--- config.mk ---
export PLATFORM = sky130hd
export DESIGN_NAME = ieq_error_queue
export DESIGN_NICKNAME = d
export VERILOG_FILES = /design/src/hdl/ieq_pkg.sv /design/src/hdl/ieq_stream_if.sv /design/src/hdl/ieq_error_queue.sv /design/src/hdl/ieq_fifo.sv
export SDC_FILE = /design/constraint.sdc
export NUM_CORES = 1
export LEC_CHECK = 0
export ABC_CLOCK_PERIOD_IN_PS = 6200
export CAP_MARGIN = 10
export CELL_PAD_IN_SITES_DETAIL_PLACEMENT = 0
export CELL_PAD_IN_SITES_GLOBAL_PLACEMENT = 1
export CORE_ASPECT_RATIO = 1.4
export CORE_MARGIN = 4
export CORE_UTILIZATION = 56
export CTS_CLUSTER_DIAMETER = 40
export DETAILED_ROUTE_END_ITERATION = 8
export DONT_BUFFER_PORTS = 1
export PLACE_DENSITY_LB_ADDON = 0.15
export SLEW_MARGIN = 20
export SYNTH_ARGS = -nofsm -noshare
export SYNTH_HDL_FRONTEND = slang
export SYNTH_SLANG_ARGS = --single-unit
--- constraint.sdc ---
create_clock -name clock -period 6.2 [get_ports clock]
set_clock_uncertainty 0.15 [all_clocks]
set_input_delay 1.24 -clock clock [delete_from_list [all_inputs] [get_ports clock]]
set_output_delay 1.24 -clock clock [all_outputs]
set_load 0.01 [all_outputs]
--- src/hdl/ieq_pkg.sv ---
// Package of constants and types for the instrument error queue.
package ieq_pkg;

  // ------------------------------------------------------------
  // Record layout
  // ------------------------------------------------------------
  localparam int CODE_W = 16;
  localparam int TEXT_W = 8;
  localparam int REC_W = CODE_W + TEXT_W;
  localparam int QUEUE_DEPTH = 20;
  localparam int CNT_W = 5;
  localparam int FIFO_DEPTH = 16;
  localparam int MAX_RESP_CHARS = 255;

  // ------------------------------------------------------------
  // Codes, values after reset and full count
  // ------------------------------------------------------------
  localparam logic signed [CODE_W-1:0] CODE_NO_ERROR = 16'sh0000;
  localparam logic signed [CODE_W-1:0] CODE_OVERFLOW = -16'sd350;
  localparam logic [TEXT_W-1:0] TEXT_NO_ERROR = 8'h00;
  localparam logic [TEXT_W-1:0] TEXT_OVERFLOW = 8'hff;
  localparam logic [CNT_W-1:0] CNT_RESET = 5'h00;
  localparam logic [CNT_W-1:0] CNT_FULL = 5'h14;

  // ------------------------------------------------------------
  // Error source classes and answer states
  // ------------------------------------------------------------
  typedef enum logic [1:0] {
    IEQ_SRC_OTHER,
    IEQ_SRC_SYNTAX,
    IEQ_SRC_HARDWARE
  } ieq_src_t;

  typedef enum logic [1:0] {
    IEQ_IDLE,
    IEQ_ANSWER
  } ieq_state_t;

endpackage

--- src/hdl/ieq_stream_if.sv ---
// Interface carrying a valid/ready record stream between queue modules.
`timescale 1ns/1ps
`default_nettype none
interface ieq_stream_if;
  logic valid;
  logic ready;
  logic [ieq_pkg::REC_W-1:0] data;

  modport src (output valid, output data, input ready);
  modport snk (input valid, input data, output ready);
endinterface
`default_nettype wire

--- src/hdl/ieq_error_queue.sv ---
// Error record queue: intake FIFO, twenty-entry store and query answer.
// Function
// Each query returns one record and removes it.
// Store holds at most twenty records.
// Records leave oldest first.
// Error arriving when full overwrites newest record with code -350.
// After overflow, further errors are dropped until a query removes one.
// Query on empty queue answers +0, no error, and changes nothing.
// Answer is signed code plus text id, response at most 255 chars.
// One beep request per syntax or hardware error recorded; the code also beeps for such errors dropped after overflow.
// Summary flag toward status byte shows pending errors.
// Clear-status and power-up empty the queue; factory reset does not.
// Beep only sounds while the beeper enable setting is on.
// Summary flag follows non-empty state the same cycle.
`timescale 1ns/1ps
`default_nettype none
module ieq_error_queue (
  // Clock and power-up reset
  input wire logic clock,
  input wire logic rst,
  // Error sources
  input wire logic err_valid,
  output logic err_ready,
  input wire logic [ieq_pkg::CODE_W-1:0] err_code,
  input wire logic [ieq_pkg::TEXT_W-1:0] err_text,
  input wire ieq_pkg::ieq_src_t err_src,
  // Commands from the remote interface
  input wire logic query,
  input wire logic clear_status,
  input wire logic factory_reset,
  // Setting held in nonvolatile storage
  input wire logic beeper_enable,
  // Answer to the query
  output logic resp_valid,
  output logic [ieq_pkg::CODE_W-1:0] resp_code,
  output logic [ieq_pkg::TEXT_W-1:0] resp_text,
  output logic [7:0] resp_max_len,
  // Indications
  output logic beep,
  output logic err_summary
);
  ieq_stream_if in_s ();
  ieq_stream_if out_s ();

  logic [ieq_pkg::REC_W-1:0] store [ieq_pkg::QUEUE_DEPTH];
  logic [ieq_pkg::CNT_W-1:0] head_reg, head_next, cnt_reg, cnt_next;
  logic ovf_reg, ovf_next;
  logic resp_valid_reg, resp_valid_next;
  logic [ieq_pkg::CODE_W-1:0] resp_code_reg, resp_code_next;
  logic [ieq_pkg::TEXT_W-1:0] resp_text_reg, resp_text_next;
  logic beep_reg, beep_next;
  logic take, remove, wr_en;
  logic [ieq_pkg::CNT_W-1:0] wr_idx;
  logic [ieq_pkg::REC_W-1:0] wr_data;

  // Index into the circular store, wrapping at twenty.
  function automatic logic [ieq_pkg::CNT_W-1:0] wrap_add(
    input logic [ieq_pkg::CNT_W-1:0] a,
    input logic [ieq_pkg::CNT_W-1:0] b
  );
    logic [ieq_pkg::CNT_W:0] s;
    s = {1'b0, a} + {1'b0, b};
    if (s >= {1'b0, ieq_pkg::CNT_FULL}) begin
      s = s - {1'b0, ieq_pkg::CNT_FULL};
    end
    return s[ieq_pkg::CNT_W-1:0];
  endfunction

  // -----------------------------------------------------------
  // Intake buffer
  // -----------------------------------------------------------
  // The FIFO absorbs bursts; its ready stalls the error sources.
  assign in_s.valid = err_valid;
  assign in_s.data = {err_code, err_text};
  assign err_ready = in_s.ready;

  ieq_fifo #(
    .WIDTH(ieq_pkg::REC_W),
    .DEPTH(ieq_pkg::FIFO_DEPTH)
  ) u_fifo (
    .clock(clock),
    .rst(rst),
    .flush(clear_status),
    .in_s(in_s),
    .out_s(out_s)
  );

  // The store drains the buffer only on cycles free of queries, so
  // a query and an arrival never race for the same slot.
  assign out_s.ready = !query && !clear_status;
  assign take = out_s.valid && out_s.ready;
  assign remove = query && !clear_status && (cnt_reg != '0);

  // -----------------------------------------------------------
  // Store control
  // -----------------------------------------------------------
  // A full store turns the newest slot into the overflow record.
  always_comb begin
    head_next = head_reg;
    cnt_next = cnt_reg;
    ovf_next = ovf_reg;
    wr_en = 1'b0;
    wr_idx = wrap_add(head_reg, cnt_reg);
    wr_data = out_s.data;
    if (clear_status) begin
      head_next = ieq_pkg::CNT_RESET;
      cnt_next = ieq_pkg::CNT_RESET;
      ovf_next = 1'b0;
    end else if (remove) begin
      head_next = wrap_add(head_reg, 5'h01);
      cnt_next = cnt_reg - 5'h01;
      ovf_next = 1'b0;
    end else if (take) begin
      if (cnt_reg != ieq_pkg::CNT_FULL) begin
        wr_en = 1'b1;
        cnt_next = cnt_reg + 5'h01;
      end else if (!ovf_reg) begin
        wr_en = 1'b1;
        wr_idx = wrap_add(head_reg, ieq_pkg::CNT_FULL - 5'h01);
        wr_data = {ieq_pkg::CODE_OVERFLOW, ieq_pkg::TEXT_OVERFLOW};
        ovf_next = 1'b1;
      end
    end
  end

  // Factory reset is deliberately ignored by the store.
  always_ff @(posedge clock) begin
    if (rst) begin
      head_reg <= ieq_pkg::CNT_RESET;
      cnt_reg <= ieq_pkg::CNT_RESET;
      ovf_reg <= 1'b0;
    end else begin
      head_reg <= head_next;
      cnt_reg <= cnt_next;
      ovf_reg <= ovf_next;
    end
  end

  always_ff @(posedge clock) begin
    if (wr_en) begin
      store[wr_idx] <= wr_data;
    end
  end

  // -----------------------------------------------------------
  // Source classes beside the intake buffer
  // -----------------------------------------------------------
  // The buffer carries only code and text, so the class of each record
  // waits here in step with it. Without this, a beep would follow the
  // class that the sources show when the record leaves the buffer.
  localparam int SAW = $clog2(ieq_pkg::FIFO_DEPTH);
  ieq_pkg::ieq_src_t src_mem [ieq_pkg::FIFO_DEPTH];
  logic [SAW-1:0] src_wr_reg, src_wr_next, src_rd_reg, src_rd_next;
  logic src_push;
  ieq_pkg::ieq_src_t take_src;

  // Step a class pointer, wrapping after the last buffer slot.
  function automatic logic [SAW-1:0] tag_step(input logic [SAW-1:0] p);
    return (p == SAW'(ieq_pkg::FIFO_DEPTH - 1)) ? '0 : p + 1'b1;
  endfunction

  // Mirrors the buffer's own push; a flush discards the offer.
  assign src_push = in_s.valid && in_s.ready && !clear_status;
  assign take_src = src_mem[src_rd_reg];

  // Class pointers follow the buffer's push, pop and flush.
  always_comb begin
    src_wr_next = src_wr_reg;
    src_rd_next = src_rd_reg;
    if (clear_status) begin
      src_wr_next = '0;
      src_rd_next = '0;
    end else begin
      if (src_push) begin
        src_wr_next = tag_step(src_wr_reg);
      end
      if (take) begin
        src_rd_next = tag_step(src_rd_reg);
      end
    end
  end

  always_ff @(posedge clock) begin
    if (rst) begin
      src_wr_reg <= '0;
      src_rd_reg <= '0;
    end else begin
      src_wr_reg <= src_wr_next;
      src_rd_reg <= src_rd_next;
    end
  end

  // No reset is needed; a slot is read only after it was written.
  always_ff @(posedge clock) begin
    if (src_push) begin
      src_mem[src_wr_reg] <= err_src;
    end
  end

  // -----------------------------------------------------------
  // Answer and indications
  // -----------------------------------------------------------
  // The answer is registered one cycle after the query.
  always_comb begin
    resp_valid_next = query && !clear_status;
    resp_code_next = resp_code_reg;
    resp_text_next = resp_text_reg;
    if (remove) begin
      resp_code_next = store[head_reg][ieq_pkg::REC_W-1:ieq_pkg::TEXT_W];
      resp_text_next = store[head_reg][ieq_pkg::TEXT_W-1:0];
    end else if (resp_valid_next) begin
      resp_code_next = ieq_pkg::CODE_NO_ERROR;
      resp_text_next = ieq_pkg::TEXT_NO_ERROR;
    end
    // One pulse per syntax or hardware error taken from the buffer, whether
    // stored or dropped at overflow, judged by the class that travelled with it.
    beep_next = take && beeper_enable &&
      (take_src == ieq_pkg::IEQ_SRC_SYNTAX ||
       take_src == ieq_pkg::IEQ_SRC_HARDWARE);
  end

  always_ff @(posedge clock) begin
    if (rst) begin
      resp_valid_reg <= 1'b0;
      resp_code_reg <= ieq_pkg::CODE_NO_ERROR;
      resp_text_reg <= ieq_pkg::TEXT_NO_ERROR;
      beep_reg <= 1'b0;
    end else begin
      resp_valid_reg <= resp_valid_next;
      resp_code_reg <= resp_code_next;
      resp_text_reg <= resp_text_next;
      beep_reg <= beep_next;
    end
  end

  assign resp_valid = resp_valid_reg;
  assign resp_code = resp_code_reg;
  assign resp_text = resp_text_reg;
  assign resp_max_len = 8'(ieq_pkg::MAX_RESP_CHARS);
  assign beep = beep_reg;
  // Registered count, so the flag rises with the stored record.
  assign err_summary = (cnt_reg != '0);
  // Factory reset is accepted but has no effect on the queue.
  logic unused_ok;
  assign unused_ok = factory_reset;
endmodule
`default_nettype wire

--- src/hdl/ieq_fifo.sv ---
// Parameterised valid/ready FIFO that buffers incoming error records.
`timescale 1ns/1ps
`default_nettype none
module ieq_fifo #(
  parameter int WIDTH = 24,
  parameter int DEPTH = 16
) (
  // Clock and reset
  input wire logic clock,
  input wire logic rst,
  input wire logic flush,
  // Streams
  ieq_stream_if.snk in_s,
  ieq_stream_if.src out_s
);
  localparam int AW = $clog2(DEPTH);

  logic [WIDTH-1:0] mem [DEPTH];
  logic [AW-1:0] wr_reg, wr_next, rd_reg, rd_next;
  logic [AW:0] cnt_reg, cnt_next;
  logic push, pop;

  // -----------------------------------------------------------
  // Handshakes
  // -----------------------------------------------------------
  // Full and empty come straight from the occupancy count.
  assign in_s.ready = (cnt_reg != (AW+1)'(DEPTH));
  assign out_s.valid = (cnt_reg != '0);
  assign out_s.data = mem[rd_reg];
  assign push = in_s.valid && in_s.ready;
  assign pop = out_s.valid && out_s.ready;

  // Pointer and count update; flush wins over all traffic.
  always_comb begin
    wr_next = wr_reg;
    rd_next = rd_reg;
    cnt_next = cnt_reg;
    if (flush) begin
      wr_next = '0;
      rd_next = '0;
      cnt_next = '0;
    end else begin
      if (push) begin
        wr_next = (wr_reg == AW'(DEPTH-1)) ? '0 : wr_reg + 1'b1;
      end
      if (pop) begin
        rd_next = (rd_reg == AW'(DEPTH-1)) ? '0 : rd_reg + 1'b1;
      end
      cnt_next = cnt_reg + (AW+1)'(push) - (AW+1)'(pop);
    end
  end

  always_ff @(posedge clock) begin
    if (rst) begin
      wr_reg <= '0;
      rd_reg <= '0;
      cnt_reg <= '0;
    end else begin
      wr_reg <= wr_next;
      rd_reg <= rd_next;
      cnt_reg <= cnt_next;
    end
  end

  // Storage has no reset; only written slots are ever read.
  always_ff @(posedge clock) begin
    if (push && !flush) begin
      mem[wr_reg] <= in_s.data;
    end
  end
endmodule
`default_nettype wire

==> results of run 1 <==
[placed cells by master, fill, tap and decap left out, drive strengths merged, types with 4 or more instances in the layout]
cell type  instances
inv               44
conb               8
buf               50
ha                34
and2              10
nand2             37
mux4             274
o21ai             37
a21o              10
nor2              58
nand3             12
a22oi             25
clkinvlp          13
nor2b              6
clkinv            47
clkbuf           125
and3b              8
nor3              16
bufinv             4
xnor2             12
a211oi             5
or2               20
or3               11
dfxtp             71
mux2i              6
edfxtp           896
xor2              12
a21oi             28
and3              14
nor3b              6
[logic make-up after synthesis]
group	share of synthesized area
DFF	0.749
muxes	0.165
and+or+nand+nor	0.0299
buffers and inverters	0.0178
AOI/OAI and AO/OA	0.0205
adders and majority gates	0.0128
xor gates and xnor gates	0.00556
other	0.0000991
[cells in the mapped netlist, types with 14 or more instances]
cell type  count  share of area
nor2_1        57         0.0057
nor3_1        16         0.0021
and3_1        14         0.0023
a21oi_1       28         0.0037
clkinv_1      20         0.0020
edfxtp_1     896           0.71
dfxtp_1       71          0.038
clkbuf_1      39         0.0039
o21ai_1       29         0.0038
a22oi_1       25         0.0050
or2_1         18         0.0030
mux4_2       274           0.16
inv_1         29         0.0029
buf_2         31         0.0041
ha_1          34          0.011
nand2_1       37         0.0037
[metrics by stage]
stage / instance area, µm² / hold WS (ns) / power (mW) / setup WS [ns] / util
2_1_floorplan: 37900 / 0.322 / 7.90 / 1.34 / -
3_3_place_gp: 39000 / 0.353 / 8.05 / 1.98 / 0.583
3_5_place_dp: 39000 / 0.359 / 8.07 / 1.91 / 0.583
4_1_cts: 42200 / 0.368 / 13.8 / 1.85 / 0.631
5_1_grt: 42200 / 0.406 / 14.1 / 1.62 / 0.631
6_report: 42200 / 0.371 / 13.7 / 1.91 / 0.631
[layout make-up]
type / count / area [µm²]
Inverter: 51 / 191
Multi-Input combinational cell: 681 / 8930
Timing Repair Buffer: 50 / 450
Fill cell: 4590 / 24700
Clock buffer: 125 / 2680
Clock inverter: 57 / 522
Sequential cell: 967 / 28300
Antenna cell: 2 / 5.00
Tap cell: 855 / 1070
[routing by layer]
| layer | up-vias | global-route usage |
|---|---|---|
| met3 | 109 | 0.0384 |
| met4 | 0 | 0.0597 |
| met1 | 9155 | 0.277 |
| met5 | - | 0 |
| met2 | 441 | 0.399 |
| li1 | 7490 | - |
[worst min-delay path: stages (launching register included)]
cell and delay, ns:
dfxtp_1 0.35, nand2_1 0.07, a21oi_1 0.06
[power groups by stage]
stage	Clock [mW]	Sequential (mW)	Combinational (mW)
after floorplan	0	7.43	0.470
after global routing	6.16	7.32	0.667
after global placement	0	7.45	0.593
after detailed placement	0	7.46	0.615
after CTS	5.87	7.32	0.616
final	5.74	7.32	0.606
[path summary, 6_finish.rpt]
path | slack, ns | cells after the start | to | startpoint
min reg2reg | 0.37 | 2 | src_wr_reg[1] | src_wr_reg[1]
min | 0.37 | 2 | src_wr_reg[1] | src_wr_reg[1]
max reg2reg | 1.91 | 13 | store[11][3] | head_reg[0]
max | 1.91 | 13 | store[11][3] | head_reg[0]
==> results by group, run 1 <==
Power and ir drop
  • P_leak: between 10 and 15 nW
  • Sequential power share: 0.535
  • Gate power share: 0.044
  • Internal: 10.8 mW
  • Clk pwr share: 0.420
  • Switching pwr: 2.88 mW
  • P per Cell Area: approximately 320 mW/mm²
  • Sw frac: 0.211
  • Maximum vdd drop: 0.262 mV

STA
  • RSZ-0062 raised after global routing: false
  • Max Fclk: between 0.2 and 0.25 GHz
  • Slew margin rel.: 0.365
  • Final hold violation count: 0
  • Fin Setup TNS: 0 ns
  • Minimum clock period: 4.29 ns
  • Tightest Pin Transition: 0.953 ns
  • Crit share post-route: 0.693
  • Endpoints failing setup: 0
  • Slew Viols, Final: 0

Synthesis
  • Fraction of registers with async set/reset: 0
  • Most used DFF post-synth: edfxtp_1
  • Synth unique cells: 62
  • Mapped Cells: about 1800
  • Syn avg cell area: ~21 µm²
  • Mapped cell area: roughly 0.038 mm²
  • Seq/Total Area, Yosys: 0.749
  • Flops & latches, synth: approximately 970
  • Number of synthesized flops with an enable pin: around 900
  • YS warnings: 0

Clock tree
  • CTS Hold Bufs: 0
  • CTS tree: yes
  • H-tree depth: 3
  • # resized after CTS: 0
  • Worst skew pair latency: between 0.6 and 0.7 ns
  • Setup bufs post-CTS: 0
  • CTS buffer count: just under 100
  • Clock transition at path regs: 0.06 ns
  • Bufs on Longest Clock Path: 3
  • Clock Sinks: a little under 1000
  • Clock root cell: clkbuf_16

Drt
  • Routed met2 length: ~43 mm
  • Wl on met1: approximately 29 mm
  • Iter 0 DRT Violations: between 1000 and 1500
  • WL met3: around 4.0 mm
  • Max Used Layer: met4
  • DRT Pass-1 Iters: 5
  • DR WL/cell: approximately 28 µm
  • Drt via density: between 6 and 7
  • # DRC: 0
  • Final WL: approximately 77 mm
  • Routed vias: 17200
  • Routed Antenna Nets: 0

Layout
  • Layout net count: approximately 1900
  • Top reg by flops: store
  • Non-Filler Instances: 2788
  • Area added between synthesis and finish: 11.5%
  • Fraction of layout cells with a size suffix above 1: 0.270
  • Max reg flops: between 400 and 500
  • Biggest regs: store: 480 flops, u_fifo.mem: 384 flops, src_mem: 32 flops

Global route
  • Congestion Overflow GR: 0
  • Number of global-route vias before repair: 18200
  • Global-route wire length before repair: around 120 mm
  • Largest net degree at the start of global routing: 83
  • Global Route Usage Sum: 0.221
  • Initial antenna violation count: 0

Floorplanning
  • Die Area: 0.0719 mm²
  • # rows: 112
  • Die extent in x: 228 µm
  • Starting Density: 0.566
  • I/O pins: 69
  • Core area: 0.0668 mm²
  • Die height: between 300 and 400 µm

Worst hold path
  • Class of the worst hold path: reg -> reg

Setup path
  • Crit-path leading delay family: simple AND/OR/NAND/NOR gates
  • Critical Path AT: ~4.5 ns
  • Setup Crit Path Kind: reg -> reg
  • Max incr delay on CP: approximately 0.75 ns
  • WP data required: roughly 6.4 ns
  • CP endpoint kind: flip-flop
  • Crit path launch type: flip-flop
  • Buffers & Inverters on Critical Path: 3
  • CP cell instances: inv_1 -> ha_1 -> xnor2_1 -> inv_1 -> ha_1 -> and2b_1 -> nand2_1 -> o31a_1 -> o22ai_1 -> and3_1 -> a21o_1 -> and3b_1 -> buf_12
  • Crit-path max FO: 14
  • Critical path's slowest cell: and3b_1

Outcome
  • Status: complete, no violations

Placed design
  • Placed Cells: around 2600
  • PortBufs: 0
  • Post-DP HPWL: 42.4 mm
  • Gpl congestion: approximately 0.74

Run
  • Max cap viols: 0
No activity file was read; power rests on OpenSTA's default activity.
==> inputs of run 2 (changes only) <==
--- a/config.mk
+++ b/config.mk
@@ -5,7 +5,7 @@
 export SDC_FILE = /design/constraint.sdc
 export NUM_CORES = 1
 export LEC_CHECK = 0
-export ABC_CLOCK_PERIOD_IN_PS = 6200
+export ABC_CLOCK_PERIOD_IN_PS = 4100
 export CAP_MARGIN = 10
 export CELL_PAD_IN_SITES_DETAIL_PLACEMENT = 0
 export CELL_PAD_IN_SITES_GLOBAL_PLACEMENT = 1
==> constraint.sdc (replaced) <==
create_clock -name clock -period 4.1 [get_ports clock]
set_clock_uncertainty 0.15 [all_clocks]
set_input_delay 0.82 -clock clock [delete_from_list [all_inputs] [get_ports clock]]
set_output_delay 0.82 -clock clock [all_outputs]
set_load 0.01 [all_outputs]
==> run 2 against run 1 <==
Net effect:
- via count is 1.0% lower
- worst setup slack worse by 1.5 ns
- power up 54%
- first-iteration DRC count is 3.4% higher
- clock power grew 57%
- routed wire length is 2.4% lower
- critical path type unchanged
- largest cell class unchanged
==> results by group, run 2 (synthesized netlist as in run 1, its figures left out) <==
Setup path
  • Setup Crit Path Kind: reg -> reg
  • Crit-path leading delay family: adder cells
  • Crit-path max FO: 24 (+10)
  • CP endpoint kind: flip-flop
  • Max incr delay on CP: 0.46 ns (-0.29 ns)
  • Crit path launch type: flip-flop
  • Buffers & Inverters on Critical Path: 3 (unchanged)
  • WP data required: 4.29 ns (-2.11 ns)
  • CP cell instances: ha_1 -> inv_1 -> fa_1 -> xnor2_1 -> inv_1 -> ha_1 -> nand2_1 -> a21boi_2 -> nor4_1 -> a211oi_4 -> nor3b_2 -> buf_12
  • Critical path's slowest cell: dfxtp_1
  • Critical Path AT: 3.87 ns (-0.62 ns)

Layout
  • Max reg flops: 480 (unchanged)
  • Area added between synthesis and finish: 12.7%
  • Fraction of layout cells with a size suffix above 1: 0.274 (+0.00358)
  • Top reg by flops: store
  • Biggest regs: store: 480 flops, u_fifo.mem: 384 flops, src_mem: 32 flops
  • Most frequent cells in the layout: edfxtp_1, mux4_2, clkbuf_16
  • Ant. Diodes: 0 (-2)
  • Commonest non-fill, non-tap cell in the layout: edfxtp_1
  • Layout net count: 1928 (+0.47%)
  • Fillers: 4516 (-1.6%)

Drt
  • Iter 0 DRT Violations: 1237 (+3.4%)
  • # DRC: 0 (unchanged)
  • Routed Antenna Nets: 0 (unchanged)
  • DR WL/cell: 26.9 µm (-2.4%)
  • Routed vias: 17000 (-1.0%)
  • Final WL: 74.9 mm (-2.4%)
  • DRT Pass-1 Iters: 5 (unchanged)
  • Drt via density: 6.10 (-1.1%)

Clock tree
  • Bufs on Longest Clock Path: 3 (unchanged)
  • Setup bufs post-CTS: 0 (unchanged)
  • H-tree depth: 3 (unchanged)
  • Clock Sinks: 967 (unchanged)
  • CTS buffer count: 98 (unchanged)
  • CTS tree: yes
  • Clock root cell: clkbuf_16
  • CTS Hold Bufs: 0 (unchanged)
  • Worst skew pair latency: 0.65 ns (about the same)
  • Clock transition at path regs: 0.06 ns (about the same)
  • # resized after CTS: 0 (unchanged)

Placed design
  • PortBufs: 0 (unchanged)
  • Post-DP HPWL: 42.7 mm (+0.76%)
  • Gpl congestion: 0.740 (about the same)

STA
  • Crit share post-route: 0.898 (+0.205)
  • Slew margin rel.: 0.300 (-0.0653)
  • Fin Setup TNS: 0 ns (unchanged)
  • Slew Viols, Final: 0 (unchanged)
  • Final hold violation count: 0 (unchanged)
  • Endpoints failing setup: 0 (unchanged)
  • Max Fclk: 0.272 GHz (+17%)
  • Tightest Pin Transition: 1.05 ns (+0.0979 ns)
  • Minimum clock period: 3.68 ns (-0.614 ns)
  • RSZ-0062 raised after global routing: false

Floorplanning
  • Die extent in x: 228 µm (unchanged)
  • I/O pins: 69 (unchanged)
  • Starting Density: 0.566 (unchanged)
  • Die Area: 0.0719 mm² (unchanged)
  • # rows: 112 (unchanged)
  • Core area: 0.0668 mm² (unchanged)
  • Die height: 316 µm (unchanged)

Worst hold path
  • Class of the worst hold path: in -> reg

Run
  • Max cap viols: 0 (unchanged)

Power and ir drop
  • P_leak: 13.2 nW (+1.4%)
  • P per Cell Area: 493 mW/mm² (+52%)
  • Power after layout: 21.0 mW (+54%)
  • Maximum vdd drop: 0.361 mV (+38%)

Global route
  • Global-route wire length before repair: 114 mm (-1.6%)
  • Congestion Overflow GR: 0 (unchanged)
  • Number of global-route vias before repair: 18200 (+0.24%)
  • Largest net degree at the start of global routing: 50 (-40%)
  • Initial antenna violation count: 0 (unchanged)
  • Global Route Usage Sum: 0.216 (-0.00494)

Outcome
  • Status: complete, no violations
-- run 2: cell count changes in the layout (fill, tap and decap cells not counted), sizes merged --
cell	delta
clkinv	+8
diode	-2
inv	-4
bufinv	+7
clkinvlp	-6
buf	+9
clkbuf	-10
-- run 2: layout make-up --
cell class                      instances  area (µm²)  share of cell area
Clock buffer                          115        2580              0.0605
Clock inverter                         62         734              0.0172
Inverter                               51         191             0.00449
Multi-Input combinational cell        681        8930               0.209
Sequential cell                       967       28300               0.665
Tap cell                              855        1070              0.0251
Timing Repair Buffer                   59         781              0.0183
-- run 2: worst paths after layout --
check / endpoint / start / slack, ns / depth (start not counted)
setup / recovery: store[16][11] / head_reg[0] / 0.42 / 12
hold / removal: u_fifo.mem[13][14] / err_code[6] / 0.11 / 0
setup reg to reg: store[16][11] / head_reg[0] / 0.42 / 12
hold reg to reg: flip-flop / head_reg[1] / 0.36 / 2
-- run 2: report_power, final --
| part | switching [mW] | internal (mW) | leakage (nW) |
|---|---|---|---|
| sequential | 0.0571 | 11.0 | 8.64 |
| clock | 3.73 | 5.26 | 1.61 |
| combinational | 0.566 | 0.390 | 2.96 |
-- run 2: layer usage --
layer | up-vias | wire length, µm | GRT usage
met5 | - | 0 | 0
met4 | 0 | 1060 | 0.0461
met3 | 87 | 3400 | 0.0368
met2 | 359 | 42300 | 0.399
met1 | 9074 | 28100 | 0.268
li1 | 7496 | - | -
-- run 2: worst reg2reg max path, stage by stage, from the launching register on --
cell	delay, ns
dfxtp_1	0.46
ha_1	0.22
inv_1	0.05
fa_1	0.42
xnor2_1	0.35
inv_1	0.16
ha_1	0.24
nand2_1	0.08
a21boi_2	0.09
nor4_1	0.42
a211oi_4	0.17
nor3b_2	0.29
buf_12	0.23
-- run 2: metrics by stage --
stage                      util  setup WS [ns]  instance area, µm²  hold slack, ns  cells
final                     0.638          0.419               42600           0.109   2790
after global routing      0.638          0.195               42600          0.0708   2790
after CTS                 0.638          0.392               42600          0.0680   2790
after detailed placement  0.588          0.401               39300           0.361   2613
after global placement    0.588          0.504               39300           0.351   2613
after floorplan               -         -0.762               37900           0.322   1793
